File: config.mk
export PLATFORM = sky130hd
export DESIGN_NAME = otc_regs
export DESIGN_NICKNAME = d
export VERILOG_FILES = /design/src/verilog/otc_pkg.sv /design/src/verilog/otc_rc_field.sv /design/src/verilog/otc_regs.sv
export SDC_FILE = /design/constraint.sdc
export NUM_CORES = 1
export LEC_CHECK = 0
export ABC_AREA = 1
export BUFFER_PORTS_ARGS = -buffer_cell sky130_fd_sc_hd__buf_4
export CORE_ASPECT_RATIO = 1.25
export CORE_UTILIZATION = 48
export DETAILED_ROUTE_END_ITERATION = 10
export GPL_TIMING_DRIVEN = 0
export HOLD_SLACK_MARGIN = 0.03
export PLACE_DENSITY = 0.73
export SLEW_MARGIN = 30
export SYNTH_ARGS = -nofsm -noshare
export SYNTH_HDL_FRONTEND = slang
export SYNTH_SLANG_ARGS = --single-unit
File: constraint.sdc
create_clock -name sys_clk -period 1.76 [get_ports sys_clk]
set_input_delay 0.088 -clock sys_clk [delete_from_list [all_inputs] [get_ports sys_clk]]
set_output_delay 0.088 -clock sys_clk [all_outputs]
set_load 0.01 [all_outputs]
File: src/verilog/otc_pkg.sv
/*
 * Constants and carrier types for the oscillator trim control registers.
 * Assumes a 32-bit AXI4-Lite slave port and one synchronous clock domain.
 */
package otc_pkg;

    // ----------------------------------------------------------------
    // Register byte offsets
    // ----------------------------------------------------------------
    localparam logic [11:0] OTC_OFF_FAST_RC   = 12'h010;
    localparam logic [11:0] OTC_OFF_AUX_RC    = 12'h018;
    localparam logic [11:0] OTC_OFF_SLOW_RC   = 12'h020;
    localparam logic [11:0] OTC_OFF_XTAL      = 12'h024;
    localparam logic [11:0] OTC_OFF_STATUS    = 12'h040;
    localparam logic [11:0] OTC_OFF_POWER     = 12'h044;

    // ----------------------------------------------------------------
    // Field positions
    // ----------------------------------------------------------------
    localparam int OTC_TUNE_LSB   = 0;
    localparam int OTC_FINE_LSB   = 8;
    localparam int OTC_BAND_LSB   = 16;
    localparam int OTC_CMPB_LSB   = 21;
    localparam int OTC_HIPWR_BIT  = 24;
    localparam int OTC_DIV_LSB    = 25;
    localparam int OTC_FINEEN_BIT = 27;
    localparam int OTC_VREF_LSB   = 28;
    localparam int OTC_AUTOSW_BIT = 29;
    localparam int OTC_AUTOST_BIT = 28;

    // Writable bit masks; reserved bits stay zero
    localparam logic [31:0] OTC_RC_MASK    = 32'hffff_3f7f;
    localparam logic [31:0] OTC_SLOW_MASK  = 32'hf307_01ff;
    localparam logic [31:0] OTC_XTAL_MASK  = 32'h3700_0730;

    // Reset values
    localparam logic [31:0] OTC_RC_RESET   = 32'hb148_1f3c;
    localparam logic [31:0] OTC_SLOW_RESET = 32'h8106_0100;
    localparam logic [31:0] OTC_XTAL_RESET = 32'h0000_0000;

    // Sync pending length plus one; the status flag stays set for three cycles
    localparam int OTC_SYNC_CYCLES = 4;

    // Divider codes
    localparam logic [1:0] OTC_DIV_ONE  = 2'h0;
    localparam logic [1:0] OTC_DIV_TWO  = 2'h1;
    localparam logic [1:0] OTC_DIV_FOUR = 2'h2;

    // AXI responses
    localparam logic [1:0] OTC_RESP_OKAY   = 2'h0;
    localparam logic [1:0] OTC_RESP_SLVERR = 2'h2;

    // Trim settings handed to one RC oscillator
    typedef struct packed {
        logic [3:0] vref_tc;
        logic       fine_trim_enable;
        logic [1:0] osc_output_divider;
        logic       regulator_high_power;
        logic [2:0] cmp_bias;
        logic [4:0] band_select;
        logic [5:0] fine_trim_value;
        logic [6:0] coarse_trim;
    } otc_rc_trim_t;

    typedef enum logic [1:0] {
        OTC_AS_IDLE  = 2'b00,
        OTC_AS_START = 2'b01,
        OTC_AS_SWAP  = 2'b10
    } otc_auto_t;

endpackage

File: src/verilog/otc_rc_field.sv
/*
 * Unpacks one RC oscillator control word and applies its gating.
 * Assumes a word with reserved bits already cleared.
 */
`timescale 1ns/1ps
module otc_rc_field (
    input  wire logic [31:0]          ctrl_word,
    output otc_pkg::otc_rc_trim_t     trim,
    output logic [5:0]                eff_fine
);
    import otc_pkg::*;

    // ------------------------------------------------------------
    // Field unpack
    // ------------------------------------------------------------
    always_comb begin
        trim.vref_tc              = ctrl_word[OTC_VREF_LSB +: 4];
        trim.fine_trim_enable     = ctrl_word[OTC_FINEEN_BIT];
        trim.osc_output_divider   = ctrl_word[OTC_DIV_LSB +: 2];
        trim.regulator_high_power = ctrl_word[OTC_HIPWR_BIT];
        trim.cmp_bias             = ctrl_word[OTC_CMPB_LSB +: 3];
        trim.band_select          = ctrl_word[OTC_BAND_LSB +: 5];
        trim.fine_trim_value      = ctrl_word[OTC_FINE_LSB +: 6];
        trim.coarse_trim          = ctrl_word[OTC_TUNE_LSB +: 7];
    end

    // Fine value is only seen by the analog side when enabled
    assign eff_fine = trim.fine_trim_enable ?
                      trim.fine_trim_value : 6'h00;

endmodule

File: src/verilog/otc_regs.sv
/*
 * Oscillator trim and control register file with clock dividers and
 * crystal auto-start sequencing.
 * Assumes an AXI4-Lite master on sys_clk and oscillator clocks that are
 * sampled as enables in this domain.
 */
// Added by the designer: register access over AXI4-Lite.
`timescale 1ns/1ps
// Contract
// Fast RC divider codes 0,1,2 divide by 1,2,4, reset divide-by-one.
// Auxiliary RC has its own divider, same codes, reset divide-by-one.
// Bit 27 enables fine trim of the fast RC oscillator, reset 0.
// Six-bit fine trim (reset 0x1f) acts only while enabled.
// Regulator high-power bit 24 resets to 1.
// Software loads the aux register with factory values.
// Software may retune trims and divider to reach other frequencies.
// Aux register has a sync-pending flag; write only while it is 0.
// Auto-start bit 29 starts the crystal on active entry and switches.
// System stays on fast RC until crystal ready; bit writable anytime.
// Software writes zeros to reserved bits.
// Fast RC register has a sync-pending flag; write only while 0.
// Changing fast RC fields gives no glitch on its output clock.
module otc_regs (
    input  wire logic                 sys_clk,
    input  wire logic                 nrst,
    input  wire logic [11:0]          s_axi_awaddr,
    input  wire logic                 s_axi_awvalid,
    output logic                      s_axi_awready,
    input  wire logic [31:0]          s_axi_wdata,
    input  wire logic [3:0]           s_axi_wstrb,
    input  wire logic                 s_axi_wvalid,
    output logic                      s_axi_wready,
    output logic [1:0]                s_axi_bresp,
    output logic                      s_axi_bvalid,
    input  wire logic                 s_axi_bready,
    input  wire logic [11:0]          s_axi_araddr,
    input  wire logic                 s_axi_arvalid,
    output logic                      s_axi_arready,
    output logic [31:0]               s_axi_rdata,
    output logic [1:0]                s_axi_rresp,
    output logic                      s_axi_rvalid,
    input  wire logic                 s_axi_rready,
    input  wire logic                 active_power_states,
    input  wire logic                 xtal_ready,
    input  wire logic                 fast_rc_tick,
    input  wire logic                 aux_rc_tick,
    output otc_pkg::otc_rc_trim_t     fast_rc_trim,
    output otc_pkg::otc_rc_trim_t     aux_rc_trim,
    output logic [5:0]                fast_rc_fine_eff,
    output logic [5:0]                aux_rc_fine_eff,
    output logic [31:0]               slow_rc_ctrl,
    output logic                      fast_rc_div_tick,
    output logic                      aux_rc_div_tick,
    output logic                      xtal_enable,
    output logic                      sysclk_on_xtal
);
    import otc_pkg::*;

    // ------------------------------------------------------------
    // Storage
    // ------------------------------------------------------------
    logic [31:0] fast_ctrl_ff, aux_ctrl_ff, slow_ctrl_ff, xtal_ctrl_ff;
    logic [2:0]  fast_sync_ff, aux_sync_ff;
    logic        aw_hold_ff, w_hold_ff;
    logic [11:0] awaddr_ff;
    logic [31:0] wdata_ff;
    logic [3:0]  wstrb_ff;
    logic        bvalid_ff, rvalid_ff;
    logic [1:0]  bresp_ff, rresp_ff;
    logic [31:0] rdata_ff;
    logic        active_ff;
    otc_auto_t   auto_ff, nxt_auto;
    logic [1:0]  fast_cnt_ff, aux_cnt_ff;
    logic        fast_div_ff, aux_div_ff;
    logic        do_write;

    // Merge byte lanes, keeping reserved bits at zero
    function automatic logic [31:0] merge(input logic [31:0] old,
                                          input logic [31:0] nw,
                                          input logic [3:0]  strb,
                                          input logic [31:0] mask);
        logic [31:0] res;
        res = old;
        for (int i = 0; i < 4; i++) begin
            if (strb[i]) begin
                res[i*8 +: 8] = nw[i*8 +: 8];
            end
        end
        return res & mask;
    endfunction

    // Divider terminal count for a code
    function automatic logic [1:0] div_last(input logic [1:0] code);
        case (code)
            OTC_DIV_TWO:  div_last = 2'h1;
            OTC_DIV_FOUR: div_last = 2'h3;
            default:      div_last = 2'h0;
        endcase
    endfunction

    // ------------------------------------------------------------
    // Write channel: address and data taken in any order
    // ------------------------------------------------------------
    assign s_axi_awready = !aw_hold_ff && !bvalid_ff;
    assign s_axi_wready  = !w_hold_ff && !bvalid_ff;
    assign do_write      = aw_hold_ff && w_hold_ff && !bvalid_ff;

    always_ff @(posedge sys_clk or negedge nrst) begin
        if (!nrst) begin
            aw_hold_ff <= 1'b0;
            w_hold_ff  <= 1'b0;
            awaddr_ff  <= 12'h000;
            wdata_ff   <= 32'h0000_0000;
            wstrb_ff   <= 4'h0;
        end else begin
            if (s_axi_awvalid && s_axi_awready) begin
                aw_hold_ff <= 1'b1;
                awaddr_ff  <= s_axi_awaddr;
            end else if (do_write) begin
                aw_hold_ff <= 1'b0;
            end
            if (s_axi_wvalid && s_axi_wready) begin
                w_hold_ff <= 1'b1;
                wdata_ff  <= s_axi_wdata;
                wstrb_ff  <= s_axi_wstrb;
            end else if (do_write) begin
                w_hold_ff <= 1'b0;
            end
        end
    end

    // Register update and write response
    always_ff @(posedge sys_clk or negedge nrst) begin
        if (!nrst) begin
            fast_ctrl_ff <= OTC_RC_RESET;
            aux_ctrl_ff  <= OTC_RC_RESET;
            slow_ctrl_ff <= OTC_SLOW_RESET;
            xtal_ctrl_ff <= OTC_XTAL_RESET;
            bvalid_ff    <= 1'b0;
            bresp_ff     <= OTC_RESP_OKAY;
        end else begin
            if (do_write) begin
                bvalid_ff <= 1'b1;
                bresp_ff  <= OTC_RESP_OKAY;
                case ({awaddr_ff[11:2], 2'b00})
                    OTC_OFF_FAST_RC: fast_ctrl_ff <= merge(fast_ctrl_ff,
                        wdata_ff, wstrb_ff, OTC_RC_MASK);
                    OTC_OFF_AUX_RC:  aux_ctrl_ff <= merge(aux_ctrl_ff,
                        wdata_ff, wstrb_ff, OTC_RC_MASK);
                    OTC_OFF_SLOW_RC: slow_ctrl_ff <= merge(slow_ctrl_ff,
                        wdata_ff, wstrb_ff, OTC_SLOW_MASK);
                    // Auto-start bits are writable anytime; bit 29 acts on the next active entry
                    OTC_OFF_XTAL:    xtal_ctrl_ff <= merge(xtal_ctrl_ff,
                        wdata_ff, wstrb_ff, OTC_XTAL_MASK);
                    OTC_OFF_STATUS:  bresp_ff <= OTC_RESP_OKAY;
                    OTC_OFF_POWER:   bresp_ff <= OTC_RESP_OKAY;
                    default:         bresp_ff <= OTC_RESP_SLVERR;
                endcase
            end else if (s_axi_bready) begin
                bvalid_ff <= 1'b0;
            end
        end
    end
    assign s_axi_bvalid = bvalid_ff;
    assign s_axi_bresp  = bresp_ff;

    // ------------------------------------------------------------
    // Sync pending: a down-counter that models transfer to the oscillator
    // ------------------------------------------------------------
    always_ff @(posedge sys_clk or negedge nrst) begin
        if (!nrst) begin
            fast_sync_ff <= 3'h0;
            aux_sync_ff  <= 3'h0;
        end else begin
            if (do_write && {awaddr_ff[11:2], 2'b00} == OTC_OFF_FAST_RC)
                fast_sync_ff <= 3'(OTC_SYNC_CYCLES - 1);
            else if (fast_sync_ff != 3'h0)
                fast_sync_ff <= fast_sync_ff - 3'h1;
            if (do_write && {awaddr_ff[11:2], 2'b00} == OTC_OFF_AUX_RC)
                aux_sync_ff <= 3'(OTC_SYNC_CYCLES - 1);
            else if (aux_sync_ff != 3'h0)
                aux_sync_ff <= aux_sync_ff - 3'h1;
        end
    end

    // ------------------------------------------------------------
    // Read channel
    // ------------------------------------------------------------
    assign s_axi_arready = !rvalid_ff;

    always_ff @(posedge sys_clk or negedge nrst) begin
        if (!nrst) begin
            rvalid_ff <= 1'b0;
            rdata_ff  <= 32'h0000_0000;
            rresp_ff  <= OTC_RESP_OKAY;
        end else if (s_axi_arvalid && s_axi_arready) begin
            rvalid_ff <= 1'b1;
            rresp_ff  <= OTC_RESP_OKAY;
            case ({s_axi_araddr[11:2], 2'b00})
                OTC_OFF_FAST_RC: rdata_ff <= fast_ctrl_ff;
                OTC_OFF_AUX_RC:  rdata_ff <= aux_ctrl_ff;
                OTC_OFF_SLOW_RC: rdata_ff <= slow_ctrl_ff;
                OTC_OFF_XTAL:    rdata_ff <= xtal_ctrl_ff;
                OTC_OFF_STATUS:  rdata_ff <= {28'h0, sysclk_on_xtal,
                    xtal_enable, aux_sync_ff != 3'h0,
                    fast_sync_ff != 3'h0};
                OTC_OFF_POWER:   rdata_ff <= {31'h0, active_ff};
                default: begin
                    rdata_ff <= 32'h0000_0000;
                    rresp_ff <= OTC_RESP_SLVERR;
                end
            endcase
        end else if (s_axi_rready) begin
            rvalid_ff <= 1'b0;
        end
    end
    assign s_axi_rvalid = rvalid_ff;
    assign s_axi_rdata  = rdata_ff;
    assign s_axi_rresp  = rresp_ff;

    // ------------------------------------------------------------
    // Crystal auto-start on entry into active states
    // ------------------------------------------------------------
    always_comb begin
        nxt_auto = auto_ff;
        case (auto_ff)
            OTC_AS_IDLE:
                if (active_power_states && !active_ff &&
                    xtal_ctrl_ff[OTC_AUTOSW_BIT])
                    nxt_auto = OTC_AS_START;
            OTC_AS_START:
                if (!active_power_states)
                    nxt_auto = OTC_AS_IDLE;
                else if (xtal_ready)
                    nxt_auto = OTC_AS_SWAP;
            OTC_AS_SWAP:
                if (!active_power_states)
                    nxt_auto = OTC_AS_IDLE;
            default: nxt_auto = OTC_AS_IDLE;
        endcase
    end

    always_ff @(posedge sys_clk or negedge nrst) begin
        if (!nrst) begin
            auto_ff   <= OTC_AS_IDLE;
            active_ff <= 1'b0;
        end else begin
            auto_ff   <= nxt_auto;
            active_ff <= active_power_states;
        end
    end
    assign xtal_enable    = auto_ff != OTC_AS_IDLE;
    assign sysclk_on_xtal = auto_ff == OTC_AS_SWAP;

    // ------------------------------------------------------------
    // Output dividers; counters restart once at or past the terminal count
    // so a smaller new setting never lets the count run past it and wrap
    // ------------------------------------------------------------
    always_ff @(posedge sys_clk or negedge nrst) begin
        if (!nrst) begin
            fast_cnt_ff <= 2'h0;
            aux_cnt_ff  <= 2'h0;
            fast_div_ff <= 1'b0;
            aux_div_ff  <= 1'b0;
        end else begin
            fast_div_ff <= 1'b0;
            aux_div_ff  <= 1'b0;
            if (fast_rc_tick) begin
                if (fast_cnt_ff >= div_last(
                        fast_ctrl_ff[OTC_DIV_LSB +: 2])) begin
                    fast_cnt_ff <= 2'h0;
                    fast_div_ff <= 1'b1;
                end else begin
                    fast_cnt_ff <= fast_cnt_ff + 2'h1;
                end
            end
            if (aux_rc_tick) begin
                if (aux_cnt_ff >= div_last(
                        aux_ctrl_ff[OTC_DIV_LSB +: 2])) begin
                    aux_cnt_ff <= 2'h0;
                    aux_div_ff <= 1'b1;
                end else begin
                    aux_cnt_ff <= aux_cnt_ff + 2'h1;
                end
            end
        end
    end
    assign fast_rc_div_tick = fast_div_ff;
    assign aux_rc_div_tick  = aux_div_ff;
    assign slow_rc_ctrl     = slow_ctrl_ff;

    // Field unpack for both RC oscillators
    otc_rc_field u_fast (
        .ctrl_word (fast_ctrl_ff),
        .trim      (fast_rc_trim),
        .eff_fine  (fast_rc_fine_eff)
    );
    otc_rc_field u_aux (
        .ctrl_word (aux_ctrl_ff),
        .trim      (aux_rc_trim),
        .eff_fine  (aux_rc_fine_eff)
    );
endmodule

==> results.toml, run 1 <==
[synth]
synth_edf_count = 0
synthFlopType = "dfrtp_1"
netlist_top_cells_area = "dfrtp_1 43%, nand2_1 14%, dfstp_2 11%"
yosysSeqAreaShare = 0.539
avgSynthCellArea_um2 = 8.57
yosysUniqueCellTypes = 38
synth_top_cell_area_share = 0.431
synth_top_area_cell = "dfrtp_1"
synthesis.area_mm2 = 0.00848
synthArstFlopShare = 1.00
yosys_warnings = 0
ys_seq_elements = 181
syn_inst = 990

[global_route]
grt_pass1_wl_um = 39800
grt_usage = 0.291
grt_start_max_net_pins = 89
antenna_found_initial = 0
grt_pass1_vias = 7681
grt_overflow = 0

[detailed_routing]
drt-total-wl_um = 26000
drtPass1Iterations = 7
routedWlPerCell_um = 17.1
vias_per_cell = 5.30
vias = 8074
ant_nets = 0
drtIter0Drc = 727
drc_errors = 0

[cts]
clk_pin_slew_worst_paths_ps = 70
cts_root_buf = "clkbuf_16"
cts_tree = "done"
clock-sinks = 181
clockBufferDepth = 2
cts_buffers = 17
clock_latency_ps = 440
h-tree-depth = 4

[power]
leakage_uw = 0.00617
ir_drop_mv = 0.870
power_uw = 12400
power_density_mw_per_mm2 = 1060

[place]
place_hpwl_um = 18000
gp_congestion = 0.876
portBuffers = 193

[sta]
max_slew_margin = 0.471
finalHoldViolCount = 0
rsz0062_at_grt = "true"
fmax_mhz = 577
worst_pin_slew_ps = 789
fin_crit_sh = 0.984
setup_viol = 0
finalSetupTns_ps = 0
report.final.slew_viol_count = 0
fin_hold_ws_ps = 113
skew_ps = 10.6
min_period_ps = 1730

[final_layout]
final_nets = 1368
n_antenna_cell = 0
drive_gt1_frac = 0.292
utilization = 0.674
area_delta_synth_final_pct = 38.0
fillers = 1437

[floorplanning]
core_area_mm2 = 0.0174
rows = 54
io_pins = 218
initial_core_util = 0.488
die_h_um = 151
die_area_mm2 = 0.0182
die_w_um = 121

[job]
max_cap_viol_count = 0

[worst_setup_path]
worstPathArrival_ps = 2050
path_max_fanout = 8
start_kind = "register"
ff2ff_setup_slack_ps = 30
worstSetupEndpointType = "register"
crit_type = "reg2reg"
worstPathRequired_ps = 2080

[outcome]
outcome = "completed"

[min_path]
hold_class = "in2async"
-- flip-flops by register name (all words and copies together) (netlist names), 4 cells and up --
signal	flops
aux_ctrl_ff	29
awaddr_ff	10
fast_ctrl_ff	29
s_axi_rdata	30
slow_rc_ctrl	18
wdata_ff	30
wstrb_ff	4
xtal_ctrl_ff	10
-- synthesized netlist by cell type, drive strengths merged, types with 2 or more instances --
library cell,number
a211oi,2
a21oi,39
buf,42
clkbuf,11
dfrtp,146
dfstp,35
ha,10
inv,74
mux2,24
nand2,318
nand3,133
nand4,13
nor2,91
nor3,6
nor4,2
o21a,8
o21ai,28
xor2,2
-- report_power, final --
part           total (µW)  switching, µW  internal, µW  leakage, µW
Clock                4080           1600          2490     0.000303
Sequential           5470            613          4850      0.00225
Combinational        2830           1700          1130      0.00362
Total               12400           3910          8470      0.00617
-- worst max-delay path, cell delays in order (launching register included) --
cell	delay (ps)
dfrtp_1	410
nor2_2	170
nand3_4	180
nor3_4	300
nand3_1	340
nand2_1	150
nand2_1	60
-- metal layers --
metal | global-route usage | vias up | routed length, µm
li1 | - | 3759 | -
met1 | 0.364 | 3892 | 10200
met2 | 0.495 | 356 | 13200
met3 | 0.0485 | 67 | 1730
met4 | 0.128 | 0 | 952
met5 | 0 | - | 0
-- cell usage in the layout, fill, tap and decap left out, types with 9 or more instances in the layout --
cell type and n:
o21ai_0 22, buf_2 9, conb_1 18, nor2_1 79
a21oi_1 39, inv_1 69, nand3_1 122, dlygate4sd3_1 51
ha_1 10, nand4_1 13, nand2_1 313, dfstp_2 35
mux2_2 24, clkbuf_1 12, clkbuf_16 17, dfrtp_1 146
buf_4 233
-- timing repair --
item                                   CTS  global route
buffers inserted                         4            10
hold buffers                            51             0
endpoints found under the hold margin  204             0
cloned                                   0             1
gates resized for setup                  6            29
setup endpoints to repair               58            96
pin swaps                                2             6
-- through the flow --
step | cell area, µm² | cells | setup slack, ps
6_report | 11700 | 1524 | 27.6
3_5_place_dp | 10300 | 1426 | -203
2_1_floorplan | 8540 | 1007 | 252
4_1_cts | 11500 | 1513 | -28.1
5_1_grt | 11700 | 1524 | -72.4
3_3_place_gp | 10300 | 1424 | -506
-- logic make-up (layout without fill, tap and decap cells) --
logic type                 Yosys count  after routing  synth area share
AOI/OAI and AO/OA                   79             79            0.0503
muxes                               24             24            0.0319
DFF                                181            181             0.539
other                                1             18          0.000442
and+or+nand+nor                    566            567             0.291
xor gates and xnor gates             2              2           0.00207
buffers and inverters              127            419            0.0707
adders and majority gates           10             10            0.0148
-- final cells by class --
cell class | instances | area [µm²] | share of cell area
inverters | 74 | 278 | 0.0237
flip-flops and latches | 181 | 4570 | 0.391
clock buffers | 23 | 478 | 0.0409
clock inverters | 9 | 150 | 0.0128
multi-input cells | 700 | 3470 | 0.296
plain buffers | 53 | 344 | 0.0294
well taps | 224 | 280 | 0.0240
repair buffers | 260 | 2130 | 0.182
-- worst paths after layout --
path                                startpoint              end  depth (start not counted)
worst max-delay path              awaddr_ff[6]  fast_ctrl_ff[0]                          6
worst min-delay path                      nrst    aux_cnt_ff[1]                          2
worst max register to register    awaddr_ff[6]  fast_ctrl_ff[0]                          6
worst min register to register  aux_sync_ff[2]   aux_sync_ff[2]                          1
max in group asynchronous                 nrst  slow_rc_ctrl[8]                          3
min in group sys_clk             s_axi_awvalid     awaddr_ff[8]                          4
Power figures use the tool's default switching activity.
==> run 2: changes to the inputs <==
--- a/config.mk
+++ b/config.mk
@@ -8,11 +8,11 @@
 export ABC_AREA = 1
 export BUFFER_PORTS_ARGS = -buffer_cell sky130_fd_sc_hd__buf_4
 export CORE_ASPECT_RATIO = 1.25
-export CORE_UTILIZATION = 48
+export CORE_UTILIZATION = 50
 export DETAILED_ROUTE_END_ITERATION = 10
 export GPL_TIMING_DRIVEN = 0
 export HOLD_SLACK_MARGIN = 0.03
-export PLACE_DENSITY = 0.73
+export PLACE_DENSITY = 0.76
 export SLEW_MARGIN = 30
 export SYNTH_ARGS = -nofsm -noshare
 export SYNTH_HDL_FRONTEND = slang
==> run 2 against run 1 <==
Power down 1.7%; critical path depth unchanged; clock-buffer cell count is 1 higher; first-iteration DRC count increased by 8.1%; sequential cell count unchanged; die area shrank 3.9%; non-clock buffer count fell by 3; worst setup slack got worse by 6.8 ps; critical path type unchanged; via count rose by 0.76%; critical endpoint is now w_hold_ff; global-route usage up 0.82 points.
==> results.toml, run 2 (synthesized netlist as in run 1, its figures left out) <==
[outcome]
outcome = "completed"

[global_route]
grt_usage = 0.299
grt_pass1_wl_um = 39900
grtUsageMet1 = 0.367
antenna_found_initial = 0
use_met3 = 0.0575
grt_overflow = 0
top_usage_layer = "met2"
grt_start_max_net_pins = 70
grt_pass1_vias = 7696
use_met2 = 0.507

[power]
switching_power_uw = 3930
seq_power_share = 0.450
clkPwrFrac = 0.315
p_comb_frac = 0.235
leakage_uw = 0.00615
swShare = 0.323
ir_drop_mv = 0.880
power_density_mw_per_mm2 = 1040
intPower_uw = 8240

[worst_setup_path]
start_kind = "register"
path_max_fanout = 10
ff2ff_setup_slack_ps = 20
crit_type = "reg2reg"
worstPathArrival_ps = 2050
worstSetupEndpointType = "register"
r2r_cells = 6
worstPathRequired_ps = 2070

[cts]
clock_latency_ps = 440
clockBufferDepth = 2
cts_root_buf = "clkbuf_16"
clk_pin_slew_worst_paths_ps = 70
cts_buffers = 17
clock-sinks = 181
h-tree-depth = 4
cts_tree = "done"

[sta]
skew_ps = 12.0
max_slew_margin = 0.480
fmax_mhz = 575
worst_pin_slew_ps = 775
report.final.slew_viol_count = 0
finalHoldViolCount = 0
rsz0062_at_grt = "true"
setup_viol = 0
fin_crit_sh = 0.988
min_period_ps = 1740

[detailed_routing]
drtPass1Iterations = 6
drt-total-wl_um = 26100
ant_nets = 0
drc_errors = 0
vias_per_cell = 5.38
vias = 8135
drtIter0Drc = 786
routedWlPerCell_um = 17.2

[place]
portBuffers = 193
place_hpwl_um = 17900
dp.cells = 1418
dpl_cell_area_mm2 = 0.0103
gp_congestion = 0.883

[floorplanning]
initial_core_util = 0.517
rows = 52
die_w_um = 118
io_pins = 218
core_area_mm2 = 0.0164
die_h_um = 148
die_area_mm2 = 0.0175

[final_layout]
stdcell_area_mm2 = 0.0117
area_delta_synth_final_pct = 37.7
drive_gt1_frac = 0.295
mostFrequentLayoutCells = "314 x nand2_1, 231 x buf_4, 146 x dfrtp_1, 120 x nand3_1, 75 x nor2_1"
final_nets = 1365
stdcell_count = 1513
final_common_cell = "nand2_1"
n_antenna_cell = 0

[job]
max_cap_viol_count = 0

[min_path]
hold_class = "in2async"
==> run 2: final cells by class <==
| class | instances | area, µm² |
|---|---|---|
| Buffer | 53 | 339 |
| Clock buffer | 24 | 502 |
| Inverter | 74 | 278 |
| Clock inverter | 8 | 96.3 |
| Sequential cell | 181 | 4570 |
| Timing Repair Buffer | 257 | 2100 |
| Fill cell | 1256 | 4720 |
| Tap cell | 216 | 270 |
| Multi-Input combinational cell | 700 | 3520 |
==> run 2: per-stage QoR <==
stage	hold WS [ps]	TNS (ps)	util	total power (µW)	setup slack (ps)
final	154	0	0.712	12200	20.9
after global routing	187	-352	0.712	12700	-57.5
after CTS	146	-234	0.701	12000	-58.8
after detailed placement	24.2	-6100	0.630	8020	-232
after global placement	224	-75980	0.626	7890	-499
after floorplan	-208	0	-	7040	252
==> run 2: layer usage <==
metal  up-vias  wire length, µm
met3        75             1870
met2       393            12900
li1       3761                -
met4         0             1110
met5         -                0
met1      3906            10100
==> run 2: power groups by stage <==
stage                     clock network, µW  logic (µW)  registers, µW
after floorplan                           0        1690           5350
after global placement                    0        2430           5460
final                                  3830        2860           5480
after global routing                   4020        3130           5560
after detailed placement                  0        2530           5490
after CTS                              3860        2690           5430
==> run 2: critical path, cell delays in order, from the launching register on <==
cell	delay, ps
dfrtp_1	430
nor2_1	90
nand2_1	120
buf_2	300
buf_4	280
clkbuf_4	280
o21ai_0	110
==> run 2: path summary, 6_finish.rpt <==
check | startpoint | end
setup reg to reg | w_hold_ff | w_hold_ff
hold reg to reg | fast_sync_ff[2] | fast_sync_ff[2]
setup / recovery | w_hold_ff | w_hold_ff
max in group asynchronous | nrst | aux_ctrl_ff[12]
min in group sys_clk | s_axi_araddr[2] | s_axi_rresp[1]
hold / removal | nrst | awaddr_ff[6]
==> run 2: what timing repair did <==
item                       CTS  global route
setup endpoints to repair   56            83
pin swaps                    2             8
gates cloned                 0             1
setup buffers                5             6
gates resized for setup      9            34
hold endpoints to repair   209             0
hold buffers                51             0
==> run 3: changes to the inputs <==
--- a/config.mk
+++ b/config.mk
@@ -7,12 +7,14 @@
 export LEC_CHECK = 0
 export ABC_AREA = 1
 export BUFFER_PORTS_ARGS = -buffer_cell sky130_fd_sc_hd__buf_4
+export CELL_PAD_IN_SITES_DETAIL_PLACEMENT = 0
+export CELL_PAD_IN_SITES_GLOBAL_PLACEMENT = 2
 export CORE_ASPECT_RATIO = 1.25
-export CORE_UTILIZATION = 50
+export CORE_UTILIZATION = 31
 export DETAILED_ROUTE_END_ITERATION = 10
 export GPL_TIMING_DRIVEN = 0
 export HOLD_SLACK_MARGIN = 0.03
-export PLACE_DENSITY = 0.76
+export PLACE_DENSITY_LB_ADDON = 0.1
 export SLEW_MARGIN = 30
 export SYNTH_ARGS = -nofsm -noshare
 export SYNTH_HDL_FRONTEND = slang
==> run 3 against run 2 <==
Clock-buffer cell count decreased by 4; sequential cell count unchanged; maximum frequency increased by 4.4%; critical path depth increased by 1; clock skew increased by 0.96 ps; worst setup slack improved by 73 ps; combinational power increased by 2%; final cell count increased by 8.7%; critical endpoint is now aux_ctrl_ff[1]; highest routed layer unchanged.
==> results.toml, run 3 (synthesized netlist as in run 1, its figures left out) <==
[sta]
finalSetupTns_ps = 0
report.final.slew_viol_count = 0
fin_crit_sh = 0.947
setup_viol = 0
fin_hold_ws_ps = 118
skew_ps = 12.9
fmax_mhz = 600
rsz0062_at_grt = "true"
min_period_ps = 1670
worst_pin_slew_ps = 917
finalHoldViolCount = 0
max_slew_margin = 0.386

[detailed_routing]
vias_per_cell = 4.64
drtIter0Drc = 380
drtPass1Iterations = 5
drc_errors = 0
drt-total-wl_um = 28800
vias = 7631
ant_nets = 0
routedWlPerCell_um = 17.5

[power]
ir_drop_mv = 0.689
power_density_mw_per_mm2 = 1050
leakage_uw = 0.00621

[floorplanning]
initial_core_util = 0.316
die_h_um = 187
die_area_mm2 = 0.0280
io_pins = 218
rows = 67
die_w_um = 150
core_area_mm2 = 0.0268

[final_layout]
utilization = 0.446
mostFrequentLayoutCells = "311 x nand2_1, 237 x buf_4, 145 x dfrtp_1, 119 x nand3_1, 77 x nor2_1"
fillers = 2792
final_nets = 1369
stdcell_count = 1645
final_common_cell = "nand2_1"
n_antenna_cell = 0
drive_gt1_frac = 0.302
stdcell_area_mm2 = 0.0120
area_delta_synth_final_pct = 41.2

[worst_setup_path]
r2r_cells = 7
path_max_fanout = 10
worstPathCellList = "inv_1 > nand3_4 > nor2_4 > buf_4 > nand3_2 > nand2_1 > nand2_1"
cp_slowest_cell = "dfrtp_1"
critPathMaxStageDelay_ps = 420
r2r-end = "aux_ctrl_ff[1]"
worstPathRequired_ps = 2080
cp_top_family = "simple AND/OR/NAND/NOR gates"
worst_path_most_repeated_cell = "nand2_1"
path_buf_inv = 2
worstPathArrival_ps = 1980
start_kind = "register"
crit_type = "reg2reg"
rr_startpoint = "s_axi_bvalid"
worstSetupEndpointType = "register"
ff2ff_setup_slack_ps = 90

[cts]
clock_latency_ps = 440
clockBufferDepth = 2
cts_buffers = 17
h-tree-depth = 4
cts_tree = "done"
cts_root_buf = "clkbuf_16"
clk_pin_slew_worst_paths_ps = 70
clock-sinks = 181

[global_route]
grt_pass1_wl_um = 44200
grt_usage = 0.213
antenna_found_initial = 0
grt_overflow = 0
grt_start_max_net_pins = 75
grt_pass1_vias = 7602

[job]
max_cap_viol_count = 0

[place]
place_hpwl_um = 20800
gp_congestion = 0.793
dpl_cell_area_mm2 = 0.0105
portBuffers = 193
dp.cells = 1547

[min_path]
min_path_cells = 4
holdPathEnd = "s_axi_rresp[1]"
hold_class = "in2reg"
worstHoldStart = "s_axi_arvalid"

[outcome]
outcome = "completed"
-- run 3: worst reg2reg max path, cell delays in order, from the launching register on --
cell and delay (ps):
dfrtp_1 420, inv_1 130, nand3_4 170, nor2_4 220, buf_4 240, nand3_2 190
nand2_1 120, nand2_1 60
-- run 3: area by class of cell --
class                      instances  area, µm²  share of cell area
inverter                          74        278              0.0232
timing repair buffer             265       2180               0.182
buffer                            50        334              0.0279
tap                              345        432              0.0361
sequential                       181       4570               0.382
multi-input combinational        699       3530               0.295
clock buffer                      20        467              0.0390
clock inverter                    11        174              0.0145
-- run 3: worst max path at each step --
| stage | from | endpoint | slack (ps) | depth (start not counted) |
|---|---|---|---|---|
| 6_report | s_axi_bvalid | aux_ctrl_ff[1] | 90 | 7 |
| 5_1_grt | awaddr_ff[7] | fast_ctrl_ff[9] | -30 | 6 |
| 4_1_cts | awaddr_ff[6] | aux_ctrl_ff[13] | -20 | 7 |
| 3_5_place_dp | s_axi_bvalid | aux_ctrl_ff[27] | -360 | 6 |
| 3_3_place_gp | nrst | wdata_ff[22] | -720 | 1 |
| 2_1_floorplan | aux_ctrl_ff[25] | aux_cnt_ff[0] | 250 | 9 |
-- run 3: routing by layer --
layer / up-vias / GRT usage / routed length [µm]
li1: 3768 / - / -
met1: 3663 / 0.283 / 12700
met2: 185 / 0.359 / 14400
met3: 15 / 0.0356 / 1320
met4: 0 / 0.0524 / 282
met5: - / 0 / 0
-- run 3: timing repair --
item                       CTS  global route
hold buffers                51             0
resized for setup           19            32
pin swaps                    4             6
hold endpoints to repair   204             0
setup endpoints to repair   94            88
setup buffers                8            11
-- run 3: power breakdown --
group          leakage (µW)  switching [µW]  total, µW  internal, µW
registers           0.00225             631       5480          4850
logic               0.00366            1730       2910          1180
clock network      0.000305            1670       4160          2490
total               0.00621            4030      12500          8520
-- run 3: metrics by stage --
step                      worst slack, ps  power, µW
after CTS                           -17.5      12500
after global routing                -26.3      13300
final                                94.0      12500
after global placement               -720       8070
after detailed placement             -360       8120
after floorplan                       252       7040
